File: src/common/ssm_pkg.sv
package ssm_pkg;
   // --------------------------------------------------------------
   // register byte addresses
   // --------------------------------------------------------------
   localparam logic [7:0] ADDR_CTRL_HIGH = 8'h00;
   localparam logic [7:0] ADDR_CTRL_LOW = 8'h04;
   localparam logic [7:0] ADDR_MODE = 8'h08;
   localparam logic [7:0] ADDR_ENABLE = 8'h0C;
   localparam logic [7:0] ADDR_STATUS = 8'h10;
   localparam logic [7:0] ADDR_CTRL_TWO = 8'h14;
   localparam logic [7:0] ADDR_TX_DATA0 = 8'h18;
   localparam logic [7:0] ADDR_RX_DATA0 = 8'h1C;
   // --------------------------------------------------------------
   // reset values
   // --------------------------------------------------------------
   localparam logic [7:0] RST_CTRL_HIGH = 8'h08;
   localparam logic [7:0] RST_CTRL_LOW = 8'h00;
   localparam logic [7:0] RST_MODE = 8'h00;
   localparam logic [7:0] RST_ENABLE = 8'h00;
   localparam logic [7:0] RST_CTRL_TWO = 8'h00;
   localparam logic [7:0] RST_DATA = 8'h00;
   // --------------------------------------------------------------
   // field positions
   // --------------------------------------------------------------
   localparam int B_MASTER = 7;
   localparam int B_SINGLE_LINE = 6;
   localparam int B_IDLE_OUT = 4;
   localparam int B_OUT_GUARD = 3;
   localparam int B_CLR_MODE = 7;
   localparam int B_PROTO = 6;
   localparam int B_SOFT_RST = 5;
   localparam int B_MSB_FIRST = 7;
   localparam int B_CPOL = 6;
   localparam int B_CPHA = 5;
   localparam int B_TX_ALLOW = 7;
   localparam int B_RX_ALLOW = 6;
   localparam int B_TX_DONE_FLAG_IE = 3;
   localparam int B_TEMPTY_IE = 2;
   localparam int B_RX_IE = 1;
   localparam int B_CONF_IE = 0;
   localparam int B_OVERRUN = 6;
   localparam int B_TDONE = 3;
   localparam int B_TEMPTY = 2;
   localparam int B_RFULL = 1;
   localparam int B_CONFLICT = 0;
   localparam int B_DONE_TIMING = 4;
   localparam int B_SEL_TIMING = 3;
   localparam int B_OUT_TIMING = 2;
   localparam logic [1:0] CS_AUTO = 2'h3;
   localparam logic [1:0] LEN_8BIT = 2'h0;
   localparam logic [3:0] FRAME_BITS = 4'h8;
   // divider select 011 gives peripheral clock / 16
   localparam logic [2:0] DIV_BY_16 = 3'h3;
   localparam logic [7:0] HALF_BIT_16 = 8'h08;

   typedef enum logic [1:0] {
      SSM_IDLE, SSM_LEAD, SSM_SHIFT, SSM_TRAIL
   } ssm_state_t;
endpackage : ssm_pkg

File: src/rtl/ssm_unit.sv
// Summary of operation
// - master_select 1 makes the unit master driving the clock; 0 slave.
// - single_line_mode 0 uses separate data in and data out pins.
// - idle_out_level changes only when written with guard bit 0.
// - chip_select_function 11 drives chip select around each frame.
// - flag_clear_mode 0 clears flags when the data register is accessed.
// - soft_reset_bit 1 resets the serial engine; protocol_mode_sel 0 SPI.
// - frame_length_sel 00 gives 8-bit frames using only data register 0.
// - msb_first_sel 1 shifts most significant bit first both ways.
// - clock_idle_polarity 0 rests the clock high, pulsing low.
// - clock_phase_sel 0 changes output data on the first clock edge.
// - divider select 011 gives serial clock at peripheral clock / 16.
// - tx_allow bit 7 and rx_allow bit 6 enable transmit and receive.
// - four enable bits gate end, empty, receive/overrun, conflict requests.
// - status holds overrun 6, done 3, empty 2, full 1, conflict 0.
// - done_flag_timing 1 sets done only after the last bit leaves.
// - select and output-data timing bits choose early or late start.
// - transmit data register is eight bits, reset to zero.
// - receive data register is eight bits, reset to zero.
// - transmit write clears empty and done, loads shift_reg, sets empty.
// - a frame end with rx_allow set and full clear copies shift_in to receive data, sets full.
// - reading receive data clears the full flag.
// - done set when the last bit leaves with transmit buffer empty.
//
// The APB interface to the registers and the address map are this design's own decisions.
module ssm_unit
   import ssm_pkg::*;
(
   // apb slave
   input wire logic pclk,
   input wire logic presetn,
   input wire logic psel,
   input wire logic penable,
   input wire logic pwrite,
   input wire logic [7:0] paddr,
   input wire logic [31:0] pwdata,
   output logic [31:0] prdata,
   output logic pready,
   output logic pslverr,
   // serial pins
   output logic serial_clock_pin,
   output logic serial_clock_oe,
   output logic serial_data_out,
   output logic serial_data_out_oe,
   input wire logic serial_data_in,
   output logic chip_select_pin_n,
   output logic chip_select_oe,
   // interrupt requests
   output logic tx_end_irq,
   output logic tx_empty_irq,
   output logic rx_full_irq,
   output logic overrun_irq,
   output logic conflict_irq
);
   // ---------------------------------------------------------------
   // registers and state
   // ---------------------------------------------------------------
   logic [7:0] control_high, control_low, mode_config, enable_config;
   logic [7:0] control_two, tx_data0, rx_data0, shift_reg;
   logic overrun_flag, tx_done_flag, tx_buf_empty_flag;
   logic rx_buf_full_flag, conflict_error_flag, tx_pending;
   logic [7:0] div_cnt;
   logic [3:0] bit_cnt;
   logic phase_hi;
   logic sclk_level, sdo_reg, cs_active;
   logic sdi_meta, sdi_sync;
   ssm_state_t state;

   // ---------------------------------------------------------------
   // bus decode
   // ---------------------------------------------------------------
   wire logic wr_en = psel & penable & pwrite;
   wire logic rd_en = psel & penable & ~pwrite;
   wire logic wr_high = wr_en & (paddr == ADDR_CTRL_HIGH);
   wire logic wr_low = wr_en & (paddr == ADDR_CTRL_LOW);
   wire logic wr_mode = wr_en & (paddr == ADDR_MODE);
   wire logic wr_enable = wr_en & (paddr == ADDR_ENABLE);
   wire logic wr_status = wr_en & (paddr == ADDR_STATUS);
   wire logic wr_two = wr_en & (paddr == ADDR_CTRL_TWO);
   wire logic wr_tx = wr_en & (paddr == ADDR_TX_DATA0);
   wire logic rd_rx = rd_en & (paddr == ADDR_RX_DATA0);
   wire logic hit = (paddr[1:0] == 2'h0) && (paddr <= ADDR_RX_DATA0);

   // ---------------------------------------------------------------
   // configuration fields
   // ---------------------------------------------------------------
   wire logic is_master = control_high[B_MASTER];
   wire logic single_line = control_high[B_SINGLE_LINE];
   wire logic cs_auto = control_high[1:0] == CS_AUTO;
   wire logic clr_on_access = ~control_low[B_CLR_MODE];
   wire logic soft_rst = control_low[B_SOFT_RST];
   wire logic spi_mode = ~control_low[B_PROTO];
   wire logic len8 = control_low[1:0] == LEN_8BIT;
   wire logic msb_first = mode_config[B_MSB_FIRST];
   wire logic cpol = mode_config[B_CPOL];
   wire logic cpha = mode_config[B_CPHA];
   wire logic tx_allow = enable_config[B_TX_ALLOW];
   wire logic rx_allow = enable_config[B_RX_ALLOW];
   wire logic done_late = control_two[B_DONE_TIMING];
   wire logic sel_late = control_two[B_SEL_TIMING];
   wire logic out_late = control_two[B_OUT_TIMING];
   // frames only run in master, SPI, 8-bit, two-wire operation
   wire logic engine_ok = is_master & spi_mode & len8 & ~single_line
      & ~soft_rst;

   // ---------------------------------------------------------------
   // bit-rate divider: half period in pclk cycles
   // ---------------------------------------------------------------
   function automatic logic [7:0] half_period(input logic [2:0] sel);
      half_period = HALF_BIT_16 << (sel - DIV_BY_16);
      if (sel < DIV_BY_16) begin
         half_period = HALF_BIT_16 >> (DIV_BY_16 - sel);
      end
   endfunction : half_period

   wire logic [7:0] half_cnt = half_period(mode_config[2:0]);
   wire logic tick = (state != SSM_IDLE) && (div_cnt == half_cnt - 8'h01);
   wire logic lead_edge = tick & ~phase_hi; // first edge of bit
   wire logic trail_edge = tick & phase_hi; // second edge of bit
   wire logic last_bit = bit_cnt == FRAME_BITS - 4'h1;
   wire logic out_bit = msb_first ? shift_reg[7] : shift_reg[0];
   wire logic start_ok = (state == SSM_IDLE) & tx_pending & engine_ok
      & (tx_allow | rx_allow);
   wire logic frame_end = trail_edge & last_bit & (state == SSM_SHIFT);
   // next shift value: the incoming bit enters at the far end
   wire logic [7:0] shift_in = msb_first ? {shift_reg[6:0], sdi_sync}
      : {sdi_sync, shift_reg[7:1]};
   // done moment: early at the last edge, late after the trailing half
   wire logic done_set = tx_buf_empty_flag & ~tx_pending & (done_late
      ? (state == SSM_TRAIL && tick) : frame_end);

   // ---------------------------------------------------------------
   // control registers
   // ---------------------------------------------------------------
   always_ff @(posedge pclk or negedge presetn) begin
      if (!presetn) begin
         control_high <= RST_CTRL_HIGH;
         control_low <= RST_CTRL_LOW;
         mode_config <= RST_MODE;
         enable_config <= RST_ENABLE;
         control_two <= RST_CTRL_TWO;
      end else begin
         if (wr_high) begin
            control_high[7:5] <= pwdata[7:5];
            control_high[3:0] <= pwdata[3:0];
            if (!pwdata[B_OUT_GUARD]) begin
               control_high[B_IDLE_OUT] <= pwdata[B_IDLE_OUT];
            end
         end
         if (wr_low) control_low <= pwdata[7:0];
         if (wr_mode) mode_config <= pwdata[7:0];
         if (wr_enable) enable_config <= pwdata[7:0];
         if (wr_two) control_two <= pwdata[7:0];
      end
   end

   // ---------------------------------------------------------------
   // data registers and flags; hardware set wins over clear
   // ---------------------------------------------------------------
   always_ff @(posedge pclk or negedge presetn) begin
      if (!presetn) begin
         tx_data0 <= RST_DATA;
         rx_data0 <= RST_DATA;
         tx_pending <= 1'b0;
         tx_buf_empty_flag <= 1'b1;
         tx_done_flag <= 1'b0;
         rx_buf_full_flag <= 1'b0;
         overrun_flag <= 1'b0;
         conflict_error_flag <= 1'b0;
      end else if (soft_rst) begin
         tx_pending <= 1'b0;
         tx_buf_empty_flag <= 1'b1;
         tx_done_flag <= 1'b0;
         rx_buf_full_flag <= 1'b0;
         overrun_flag <= 1'b0;
         conflict_error_flag <= 1'b0;
      end else begin
         if (wr_tx) begin
            tx_data0 <= pwdata[7:0];
            tx_pending <= 1'b1;
         end else if (start_ok) begin
            tx_pending <= 1'b0;
         end
         // write clears empty; the move to shift_reg sets it again
         if (start_ok) begin
            tx_buf_empty_flag <= 1'b1;
         end else if (wr_tx && clr_on_access) begin
            tx_buf_empty_flag <= 1'b0;
         end else if (wr_status && !pwdata[B_TEMPTY]) begin
            tx_buf_empty_flag <= 1'b0;
         end
         // done: at the last edge, or a half bit later when late
         if (done_set) begin
            tx_done_flag <= 1'b1;
         end else if (wr_tx || (wr_status && !pwdata[B_TDONE])) begin
            tx_done_flag <= 1'b0;
         end
         if (frame_end && rx_allow && !rx_buf_full_flag) begin
            // the byte handed over includes the bit sampled at this edge
            rx_data0 <= shift_in;
         end
         if (frame_end && rx_allow && !rx_buf_full_flag) begin
            rx_buf_full_flag <= 1'b1;
         end else if ((rd_rx && clr_on_access)
                      || (wr_status && !pwdata[B_RFULL])) begin
            rx_buf_full_flag <= 1'b0;
         end
         if (frame_end && rx_allow && rx_buf_full_flag) begin
            overrun_flag <= 1'b1;
         end else if (wr_status && !pwdata[B_OVERRUN]) begin
            overrun_flag <= 1'b0;
         end
         // a byte written over a waiting byte while a frame runs
         if (wr_tx && state != SSM_IDLE && tx_pending) begin
            conflict_error_flag <= 1'b1;
         end else if (wr_status && !pwdata[B_CONFLICT]) begin
            conflict_error_flag <= 1'b0;
         end
      end
   end


   // ---------------------------------------------------------------
   // input synchroniser
   // ---------------------------------------------------------------
   always_ff @(posedge pclk or negedge presetn) begin
      if (!presetn) begin
         sdi_meta <= 1'b0;
         sdi_sync <= 1'b0;
      end else begin
         sdi_meta <= serial_data_in;
         sdi_sync <= sdi_meta;
      end
   end

   // ---------------------------------------------------------------
   // frame sequencer
   // ---------------------------------------------------------------
   always_ff @(posedge pclk or negedge presetn) begin
      if (!presetn) begin
         state <= SSM_IDLE;
         div_cnt <= 8'h00;
         bit_cnt <= 4'h0;
         phase_hi <= 1'b0;
         shift_reg <= 8'h00;
         sdo_reg <= 1'b0;
         cs_active <= 1'b0;
         sclk_level <= 1'b0;
      end else if (soft_rst) begin
         state <= SSM_IDLE;
         div_cnt <= 8'h00;
         bit_cnt <= 4'h0;
         phase_hi <= 1'b0;
         cs_active <= 1'b0;
         sclk_level <= 1'b0;
      end else begin
         div_cnt <= tick || state == SSM_IDLE ? 8'h00 : div_cnt + 8'h01;
         case (state)
            SSM_IDLE: begin
               if (start_ok) begin
                  shift_reg <= tx_data0;
                  cs_active <= 1'b1;
                  // early output timing presents bit one at once
                  sdo_reg <= out_late ? sdo_reg
                     : (msb_first ? tx_data0[7] : tx_data0[0]);
                  state <= sel_late ? SSM_LEAD : SSM_SHIFT;
                  phase_hi <= 1'b0;
                  bit_cnt <= 4'h0;
               end
            end
            SSM_LEAD: begin
               // select asserted a whole bit before the first clock
               if (tick) state <= SSM_SHIFT;
            end
            SSM_SHIFT: begin
               if (tick) phase_hi <= ~phase_hi;
               if (lead_edge) begin
                  sclk_level <= 1'b1;
                  // phase 0 drives on the first edge, samples on second
                  if (!cpha && tx_allow) sdo_reg <= out_bit;
               end
               if (trail_edge) begin
                  sclk_level <= 1'b0;
                  // incoming bit joins the byte at the far end
                  shift_reg <= shift_in;
                  bit_cnt <= bit_cnt + 4'h1;
                  if (last_bit) state <= SSM_TRAIL;
               end
            end
            SSM_TRAIL: begin
               if (tick) begin
                  cs_active <= 1'b0;
                  state <= SSM_IDLE;
               end
            end
            default: state <= SSM_IDLE;
         endcase
      end
   end

   // ---------------------------------------------------------------
   // pins: clock rests at the inverse of the polarity bit, pulses the other way
   // ---------------------------------------------------------------
   assign serial_clock_pin = ~cpol ^ sclk_level;
   assign serial_clock_oe = is_master;
   assign serial_data_out = (state == SSM_IDLE)
      ? control_high[B_IDLE_OUT] : sdo_reg;
   assign serial_data_out_oe = is_master & tx_allow & ~single_line;
   assign chip_select_pin_n = ~cs_active;
   assign chip_select_oe = is_master & cs_auto;

   // ---------------------------------------------------------------
   // interrupt requests gated by enables
   // ---------------------------------------------------------------
   assign tx_end_irq = enable_config[B_TX_DONE_FLAG_IE] & tx_done_flag;
   assign tx_empty_irq = enable_config[B_TEMPTY_IE] & tx_buf_empty_flag;
   assign rx_full_irq = enable_config[B_RX_IE] & rx_buf_full_flag;
   assign overrun_irq = enable_config[B_RX_IE] & overrun_flag;
   assign conflict_irq = enable_config[B_CONF_IE] & conflict_error_flag;

   // ---------------------------------------------------------------
   // read mux and apb answer
   // ---------------------------------------------------------------
   wire logic [7:0] status_flags = {1'b0, overrun_flag, 2'h0, tx_done_flag,
      tx_buf_empty_flag, rx_buf_full_flag, conflict_error_flag};
   always_comb begin
      prdata = 32'h0000_0000;
      case (paddr)
         ADDR_CTRL_HIGH: prdata[7:0] = control_high;
         ADDR_CTRL_LOW: prdata[7:0] = control_low;
         ADDR_MODE: prdata[7:0] = mode_config;
         ADDR_ENABLE: prdata[7:0] = enable_config;
         ADDR_STATUS: prdata[7:0] = status_flags;
         ADDR_CTRL_TWO: prdata[7:0] = control_two;
         ADDR_TX_DATA0: prdata[7:0] = tx_data0;
         ADDR_RX_DATA0: prdata[7:0] = rx_data0;
         default: prdata = 32'h0000_0000;
      endcase
   end
   // zero wait states: every access completes in its first access cycle
   assign pready = 1'b1;
   assign pslverr = psel & penable & ~hit;
endmodule : ssm_unit

File: config.mk
export PLATFORM = sky130hd
export DESIGN_NAME = ssm_unit
export DESIGN_NICKNAME = d
export VERILOG_FILES = /design/src/common/ssm_pkg.sv /design/src/rtl/ssm_unit.sv
export SDC_FILE = /design/constraint.sdc
export NUM_CORES = 1
export LEC_CHECK = 0
export BUFFER_PORTS_ARGS = -buffer_cell sky130_fd_sc_hd__buf_4
export CORE_ASPECT_RATIO = 0.75
export CORE_MARGIN = 8
export CORE_UTILIZATION = 51
export CTS_CLUSTER_SIZE = 30
export DETAILED_ROUTE_END_ITERATION = 16
export GPL_ROUTABILITY_DRIVEN = 0
export PLACE_DENSITY_LB_ADDON = 0.1
export SYNTH_ARGS = -nofsm -noshare
export SYNTH_HDL_FRONTEND = slang
export SYNTH_SLANG_ARGS = --single-unit
File: constraint.sdc
create_clock -name pclk -period 4.3 [get_ports pclk]
set_input_delay 0.645 -clock pclk [delete_from_list [all_inputs] [get_ports pclk]]
set_output_delay 0.645 -clock pclk [all_outputs]
set_load 0.02 [all_outputs]
==> impl_summary.txt, run 1 <==
----------------------------------------------------
[Setup path]
  Largest fanout on the critical path ... 18
  Kind of critical path ... reg -> reg
  Critical Path Max Stage Delay ... 0.58 ns
  Worst R2R End ... rx_data0[4]
  Kind of capture point of the worst setup path ... flop
  Kind of cell adding the most delay to the critical path ... simple AND/OR/NAND/NOR gates
  Crit path DAT ... a little under 4 ns
  Register-to-Register Path Depth ... 9
  List of cells traversed by the critical path ... and2_0, ha_1, and3_1, o21a_1, or3_4, a2111oi_4, nand3_2, nor2_4, mux2_2
  Required @ worst endpoint ... ~4.5 ns
  Reg2reg start ... mode_config[1]
  Register-to-register setup slack ... between 0.6 and 0.7 ns
  Worst Setup Start Kind ... flop
  Number of buffers and inverters on the critical path ... 0
  Slowest-stage cell, CP ... dfrtp_1

[CTS]
  CTS tree ... built
  Library cell used as clock root buffer ... clkbuf_16
  H-tree depth ... 3
  Clock-pin slew reported for the worst setup and hold paths after clock tree synthesis ... 0.06 ns
  Setup Buffers After CTS ... 0
  Num CTS Buffers ... 9
  Number of gates resized after CTS ... 0
  Insertion delay of the later-clocked pin in the worst-skew pair ... 0.34 ns
  Sink Count ... 90
  Number of buffers between clock root and the deepest sink ... 2
  Cts-stage hold buffer count ... 0

[Power and ir drop]
  Power per Cell Area ... 416.8 nW/um2
  Post-route total power ... around 2400 uW
  Static leakage ... 0.002692 uW
  VDD IR-drop max ... approximately 0.22 mV

[Floorplan]
  Die Ht ... 102.2 um
  Initial standard-cell utilization of the core ... 0.5231
  Area of the die ... approximately 13,000 um2
  Horizontal extent of the die ... approximately 130 um
  I/O Pins ... between 90 and 100
  Core box area ... between 9000 and 10,000 um2
  Number of rows in the core area ... 31

[Route]
  Via density per instance ... slightly below 6
  Total iterations of the first detailed-routing run ... 5
  Total Routed Length ... about 13,000 um
  Routed vias ... approximately 3,900
  Number of remaining DRC errors ... 0
  Final antenna-violating net count ... 0
  Per-cell routed wire length ... around 20 um
  Number of DRC markers in iteration 0 ... 250

[Hold path]
  Hold Crit Start ... sdi_meta
  Number of cells on the worst hold path ... 0
  Hold Path Class ... reg -> reg
  Hold endpoint ... sdi_sync

[Synthesis]
  Flop and latch count out of synthesis ... 90
  Synth area leaders ... dfrtp_1 (44%), mux2_2 (14%), buf_4 (3.9%)
  Unique masters post-synth ... 63
  Count of flip-flops with a built-in enable after synthesis ... 0
  Portion of the post-synthesis area used by sequential elements ... 0.4463
  Share of the synthesized area in the top cell type ... 0.4359
  Post-synthesis area per instance ... 10.48 um2
  Summed instance area of the synthesized netlist ... roughly 5000 um2
  Warnings, synthesis ... 0
  Share of synthesized flip-flops with an asynchronous set or reset ... 1.000
  Synthesized instance count ... 482
  Post-synth top flop ... dfrtp_1
  Most instantiated library cell after synthesis ... dfrtp_1
  Commonest cells in the synthesized netlist ... dfrtp_1 (88), mux2_2 (62), nand2_1 (43), nor2_1 (32), o21ai_0 (28)
  Cell type contributing the most total cell area after synthesis ... dfrtp_1

[STA]
  Final hold violations ... 0
  FMAX ... 274.1 MHz
  Final number of setup-violating endpoints ... 0
  Slew at the pin with the worst max-slew slack ... between 1 and 1.5 ns
  Worst slew slack as a fraction of its limit ... 0.2936
  Post-Route Setup TNS ... 0 ns
  Unrepaired setup endpoints after global routing ... no
  Fin crit period ... about 3.6 ns
  Tcrit/Tclk final ... 0.8485
  Final Skew ... approximately 0.0042 ns
  Pins over their slew limit ... 0

[Global routing]
  Total congestion overflow after global routing ... 0
  Number of global-route vias before repair ... 3,839
  Combined global-route utilization of all metal layers ... 0.2038
  Maximum number of pins on one net before global-route repair ... 66
  Number of antenna violations at the first check in global routing ... 0
  Wire length of the first global-routing pass ... 20,780 um

[Placement]
  Input/output buffers ... 41
  Final HPWL DP ... 9526 um

[Final layout]
  Layout net count ... 571
  Fraction of final layout cells sized beyond drive strength 1 ... 0.2567
  Area growth from synthesis to final layout ... 12.53%
  Antenna diode count ... 0

[Status]
  Outcome ... completed

[Flow run]
  Max-capacitance violation count ... 0

----------------------------------------------------
logic make-up (layout without fill, tap and decap cells):
| logic type | count (synthesis) | count (layout) | share of synthesized area |
|---|---|---|---|
| AO/OA/AOI/OAI | 90 | 90 | 0.1295 |
| XOR/XNOR | 12 | 12 | 0.02080 |
| adder cells (fa/ha/maj) | 8 | 8 | 0.01981 |
| buffers and inverters | 54 | 71 | 0.06142 |
| flip-flops | 90 | 90 | 0.4463 |
| multiplexers | 69 | 69 | 0.1595 |
| other | 2 | 25 | 0.001486 |
| AND/OR/NAND/NOR | 157 | 157 | 0.1612 |
layout make-up:
type	count	area, um2
Clock buffer	10	239.0
Clock inverter	6	88.84
Fill cell	854	3973
Inverter	13	48.80
Multi-Input combinational cell	361	2574
Sequential cell	90	2255
Tap cell	132	165.2
Timing Repair Buffer	42	315.3
cells in the final DEF, fill, tap and decap left out, types with 8 or more instances in the layout:
master / Yosys / final
o21ai_0: 28 / 28
conb_1: 2 / 25
nand3_1: 22 / 22
and2_1: 13 / 13
a221o_1: 8 / 8
ha_1: 8 / 8
a21oi_1: 9 / 9
nand2_1: 43 / 43
clkbuf_16: 0 / 9
buf_4: 26 / 42
and3_1: 8 / 8
a22oi_1: 12 / 12
xor2_1: 8 / 8
mux2_2: 62 / 62
nor2_1: 32 / 32
inv_1: 12 / 12
dfrtp_1: 88 / 88
through the flow:
| step | setup slack (ns) | utilization | hold WS, ns | instance area (um2) | std cells |
|---|---|---|---|---|---|
| finish | 0.6514 | 0.5887 | 0.3543 | 5685 | 654 |
| detailed placement | 0.6558 | 0.5547 | 0.3387 | 5358 | 638 |
| global placement | 0.7156 | 0.5547 | 0.3382 | 5358 | 638 |
| global route | 0.3402 | 0.5887 | 0.3820 | 5685 | 654 |
| CTS | 0.6497 | 0.5887 | 0.3533 | 5685 | 654 |
| floorplan | 1.217 | - | 0.3312 | 5139 | 505 |
worst max-delay path by stage:
stage	from	endpoint	depth (start not counted)
3_3_place_gp	mode_config[1]	rx_data0[5]	9
6_report	mode_config[1]	rx_data0[4]	9
5_1_grt	mode_config[1]	rx_data0[4]	9
3_5_place_dp	mode_config[1]	rx_data0[0]	9
4_1_cts	mode_config[1]	rx_data0[2]	9
2_1_floorplan	mode_config[0]	shift_reg[0]	11
per-layer routing:
layer / vias to the layer above / share of wire / global-route usage
li1: 1777 / - / -
met1: 1968 / 0.49 / 0.2944
met2: 137 / 0.44 / 0.2991
met3: 16 / 0.063 / 0.04588
met4: 0 / 0.014 / 0.05629
met5: - / 0 / 0
report_power, final:
group          switching (uW)  internal (uW)  leakage, uW
clock                     335            526     0.000155
combinational             352            193      0.00131
sequential               61.7            902      0.00123
total                     749           1620      0.00269
(Power assumes the default switching activity.)
==> run 2: changes to the inputs <==
- clock period: 4.3 -> 3.2 ns (I/O delays scaled with it)
==> impl_summary.txt, run 2 (synthesis gave the netlist of run 1 again) <==
----------------------------------------------------
[Status]
  Outcome ... completed

[Placement]
  Worst setup slack after placement ... between 0.01 and 0.015 ns
  Input/output buffers ... 41
  Final HPWL DP ... ~9900 um
  Area after detailed placement ... ~5600 um2

[Final layout]
  Commonest cells after routing, fill and taps aside ... dfrtp_1 (88), buf_4 (73), mux2_2 (62)
  Antenna diode count ... 0
  Fraction of final layout cells sized beyond drive strength 1 ... 0.3032
  Area growth from synthesis to final layout ... 17.66%
  Most frequent standard cell in the layout excluding fill and tap cells ... dfrtp_1
  Fill cell count ... a little over 800
  Register area ... 2255 um2
  Layout net count ... between 600 and 700
  Final design utilization ... 0.6155
  Summed area of non-filler cells in the final layout ... just under 6000 um2
  Combined area of the multi-input logic cells ... approximately 2600 um2

[STA]
  Fin crit period ... roughly 3.1 ns
  Final Skew ... 0.005366 ns
  Post-Route Setup TNS ... 0 ns
  Final number of setup-violating endpoints ... 0
  Worst slew slack as a fraction of its limit ... 0.4949
  Tcrit/Tclk final ... 0.9571
  Final hold violations ... 0
  Pins over their slew limit ... 0
  Slew at the pin with the worst max-slew slack ... around 0.75 ns
  Setup slack after layout ... roughly 0.14 ns
  Final hold slack ... about 0.14 ns
  FMAX ... approximately 330 MHz

[CTS]
  Insertion delay of the later-clocked pin in the worst-skew pair ... between 0.3 and 0.4 ns
  Cts-stage hold buffer count ... 0
  Num CTS Buffers ... 9
  Sink Count ... 90
  Library cell used as clock root buffer ... clkbuf_16
  CTS tree ... built
  H-tree depth ... 3
  Clock-pin slew reported for the worst setup and hold paths after clock tree synthesis ... ~0.07 ns
  Number of buffers between clock root and the deepest sink ... 2

[Floorplan]
  I/O Pins ... between 90 and 100
  Core box area ... between 9000 and 10,000 um2
  Initial standard-cell utilization of the core ... 0.5231
  Die Ht ... just over 100 um
  Horizontal extent of the die ... approximately 130 um
  Number of rows in the core area ... 31
  Area of the die ... ~13,000 um2

[Route]
  Total Routed Length ... 13,300 um
  Uppermost routed layer ... met4
  Amount of wire on met2 after detailed routing ... about 6000 um
  Number of remaining DRC errors ... 0
  Final antenna-violating net count ... 0
  Number of DRC markers in iteration 0 ... 290
  Per-cell routed wire length ... approximately 19 um
  Total iterations of the first detailed-routing run ... 5
  Routed vias ... ~4,000
  Detailed-route wire length on metal 1 ... between 6000 and 7000 um
  Wire length on met3 ... around 850 um
  Via density per instance ... around 5.8

[Power and ir drop]
  Proportion of total power due to net switching ... 0.3172
  Sequential power share ... 0.398
  VDD IR-drop max ... 0.2376 mV
  Clock Power Share ... 0.359
  Switching Power ... around 1000 uW
  Power per Cell Area ... about 550 nW/um2
  Part of the total power dissipated in combinational logic ... 0.243
  Power Internal ... between 2000 and 2500 uW
  Static leakage ... between 0.002 and 0.003 uW

[Setup path]
  Crit path DAT ... roughly 3.3 ns
  Largest fanout on the critical path ... 11
  Worst Setup Start Kind ... flop
  Required @ worst endpoint ... 3.43 ns
  Kind of capture point of the worst setup path ... flop
  Kind of critical path ... reg -> reg

[Global routing]
  Number of global-route vias before repair ... between 3,000 and 4,000
  Wire length of the first global-routing pass ... about 21,000 um
  Maximum number of pins on one net before global-route repair ... between 40 and 50
  Total congestion overflow after global routing ... 0
  Number of antenna violations at the first check in global routing ... 0
  Combined global-route utilization of all metal layers ... 0.2095

[Flow run]
  Max-capacitance violation count ... 0

[Hold path]
  Hold Path Class ... in -> async

----------------------------------------------------
-- run 2: path summary, 6_finish.rpt --
kind	to	slack, ns	cells past startpoint	startpoint
min reg2reg	sdi_sync	0.35	0	sdi_meta
min in group pclk	sdi_meta	0.24	1	serial_data_in
min	div_cnt[7]	0.14	1	presetn
max reg2reg	rx_data0[5]	0.14	10	mode_config[1]
max	rx_data0[5]	0.14	10	mode_config[1]
max in group asynchronous	div_cnt[3]	2.29	2	presetn
-- run 2: per-stage QoR --
stage,std cells,total power (uW)
3_3_place_gp,667,2058
6_report,686,3248
4_1_cts,683,3241
3_5_place_dp,667,2080
5_1_grt,686,3411
2_1_floorplan,505,1849
-- run 2: worst max-delay path, cell delays in order (launching register included) --
cell and delay, ns:
dfrtp_1 0.41, and2_0 0.20, ha_2 0.32, and3_1 0.19
o21a_1 0.19, or3_4 0.37, a2111oi_4 0.36, nand3_2 0.14
buf_6 0.17, nor2_4 0.22, mux2_2 0.37
-- run 2: layout make-up --
cell class                 instances  area share
clock buffer                      10     0.04020
sequential                        90      0.3793
inverter                          13    0.008209
timing repair buffer              74     0.09409
tap                              132     0.02778
multi-input combinational        361      0.4355
clock inverter                     6     0.01494
-- run 2: per-layer routing --
layer	global-route usage	vias up
met5	0	-
met4	0.04398	0
met3	0.04536	11
met2	0.3177	132
met1	0.3004	1974
li1	-	1834
-- run 2: power by group through the flow --
stage / logic [uW] / registers (uW) / clock network [uW]
5_1_grt: 881 / 1300 / 1230
3_3_place_gp: 751 / 1310 / 0
6_report: 788 / 1290 / 1170
4_1_cts: 773 / 1290 / 1180
3_5_place_dp: 768 / 1310 / 0
2_1_floorplan: 566 / 1280 / 0
-- run 2: what timing repair did --
action                                  CTS  global route
gates resized for setup                   0             4
cloned                                    0             0
endpoints found under the setup margin    3            17
setup buffers                             0             3
pin swaps                                 1             3
==> run 3: changes to the inputs <==
- clock period: 3.2 -> 3.57 ns (I/O delays scaled with it)
==> impl_summary.txt, run 3 (synthesis gave the netlist of run 1 again) <==
----------------------------------------------------
[Power and ir drop]
  Power per Cell Area ... ~470 nW/um2
  Static leakage ... around 0.0027 uW
  VDD IR-drop max ... 0.2563 mV

[Hold path]
  Hold Path Class ... in -> async

[STA]
  Pins over their slew limit ... 0
  Post-Route Setup TNS ... 0 ns
  Slew at the pin with the worst max-slew slack ... between 0.6 and 0.7 ns
  Final Skew ... approximately 0.0086 ns
  Worst slew slack as a fraction of its limit ... 0.5423
  Final hold violations ... 0
  FMAX ... approximately 300 MHz
  Final number of setup-violating endpoints ... 0
  Tcrit/Tclk final ... 0.9358
  Fin crit period ... between 3 and 4 ns
  Unrepaired setup endpoints after global routing ... no

[CTS]
  Setup Buffers After CTS ... 0
  Insertion delay of the later-clocked pin in the worst-skew pair ... approximately 0.35 ns
  Number of gates resized after CTS ... 0
  Sink Count ... 90
  Library cell used as clock root buffer ... clkbuf_16
  Number of buffers between clock root and the deepest sink ... 2
  Num CTS Buffers ... 9
  Clock-pin slew reported for the worst setup and hold paths after clock tree synthesis ... 0.07 ns
  Cts-stage hold buffer count ... 0
  CTS tree ... built
  H-tree depth ... 3

[Setup path]
  Slowest-stage cell, CP ... dfrtp_1
  Critical Path Max Stage Delay ... ~0.61 ns
  Register-to-register setup slack ... around 0.23 ns
  CP Depth ... 10
  Largest fanout on the critical path ... 13
  Worst Setup Start Kind ... flop
  Number of buffers and inverters on the critical path ... 2
  Kind of cell adding the most delay to the critical path ... simple AND/OR/NAND/NOR gates
  Kind of capture point of the worst setup path ... flop
  Worst R2R End ... rx_data0[4]
  List of cells traversed by the critical path ... inv_1, ha_1, and3_1, o21a_1, or3_4, a2111oi_4, nand3_2, buf_4, nor2_4, mux2_2
  Register-to-Register Path Depth ... 10
  Reg2reg start ... mode_config[2]
  Kind of critical path ... reg -> reg
  Crit path DAT ... between 3 and 4 ns
  Required @ worst endpoint ... 3.80 ns
  Capturing instance or port of the critical path ... rx_data0[4]
  Worst setup path startpoint ... mode_config[2]

[Route]
  Routed vias ... between 3,000 and 4,000
  Via density per instance ... between 5 and 6
  Number of remaining DRC errors ... 0
  Total Routed Length ... about 13,000 um
  Final antenna-violating net count ... 0
  Per-cell routed wire length ... about 20 um
  Total iterations of the first detailed-routing run ... 5
  Number of DRC markers in iteration 0 ... approximately 310

[Floorplan]
  Die Ht ... about 100 um
  I/O Pins ... 91
  Horizontal extent of the die ... about 130 um
  Number of rows in the core area ... 31
  Core box area ... slightly below 10,000 um2
  Initial standard-cell utilization of the core ... 0.5231
  Area of the die ... 13,380 um2

[Global routing]
  Maximum number of pins on one net before global-route repair ... 53
  Combined global-route utilization of all metal layers ... 0.2032
  Wire length of the first global-routing pass ... approximately 21,000 um
  Total congestion overflow after global routing ... 0
  Number of antenna violations at the first check in global routing ... 0
  Number of global-route vias before repair ... between 3,000 and 4,000

[Final layout]
  Fill cell count ... 839
  Commonest cells after routing, fill and taps aside ... dfrtp_1 (88), mux2_2 (62), buf_4 (59)
  Antenna diode count ... 0
  Area growth from synthesis to final layout ... 13.92%
  Most frequent standard cell in the layout excluding fill and tap cells ... dfrtp_1
  Register area ... roughly 2300 um2
  Combined area of the multi-input logic cells ... about 2600 um2
  Fraction of final layout cells sized beyond drive strength 1 ... 0.2788
  Layout net count ... roughly 590
  Final design utilization ... 0.5959

[Placement]
  Input/output buffers ... 41
  Final HPWL DP ... ~9800 um

[Flow run]
  Max-capacitance violation count ... 0

[Status]
  Outcome ... completed

----------------------------------------------------
-- run 3: final cells by class --
cell class,count,share of cell area
multi-input combinational,361,0.4472
clock inverter,6,0.007826
timing repair buffer,59,0.07696
sequential,90,0.3917
tap,132,0.02870
clock buffer,9,0.03913
inverter,13,0.008478
-- run 3: worst register-to-register path: cells and delay by family, from the launching register on --
kind                     cells  cell delay, ns
buffers and inverters        2            0.31
AND/OR/NAND/NOR              4            0.92
multiplexers                 1            0.36
flip-flops                   1            0.61
adder cells (fa/ha/maj)      1            0.39
AO/OA/AOI/OAI                2            0.63
-- run 3: layer usage --
| metal | global-route usage | wire length, um | up-vias |
|---|---|---|---|
| li1 | - | - | 1812 |
| met1 | 0.2859 | 6257 | 1947 |
| met2 | 0.3098 | 5885 | 124 |
| met3 | 0.03910 | 796 | 17 |
| met4 | 0.06245 | 177 | 0 |
| met5 | 0 | 0 | - |
-- run 3: worst min path at each step --
stage	cells after the start	slack, ns	end
2_1_floorplan	0	0.24	bit_cnt[0]
5_1_grt	1	0.26	div_cnt[6]
6_report	1	0.20	div_cnt[6]
4_1_cts	1	0.24	div_cnt[6]
3_3_place_gp	0	0.34	sdi_sync
3_5_place_dp	0	0.34	sdi_sync
-- run 3: power breakdown --
group | total (uW) | switching (uW) | internal, uW
Sequential | 1160 | 75.6 | 1090
Clock | 878 | 409 | 469
Combinational | 692 | 435 | 257
Total | 2730 | 920 | 1810
-- run 3: per-stage QoR --
step           std cells  area [um2]  power, uW  hold slack, ns  setup WS, ns
6_report             670        5756       2732          0.2029        0.2293
4_1_cts              670        5756       2742          0.2413        0.2286
3_5_place_dp         655        5485       1859          0.3363        0.2608
5_1_grt              670        5756       2876          0.2613       0.06391
2_1_floorplan        505        5139       1657          0.2399        0.4870
3_3_place_gp         655        5485       1834          0.3366        0.3076
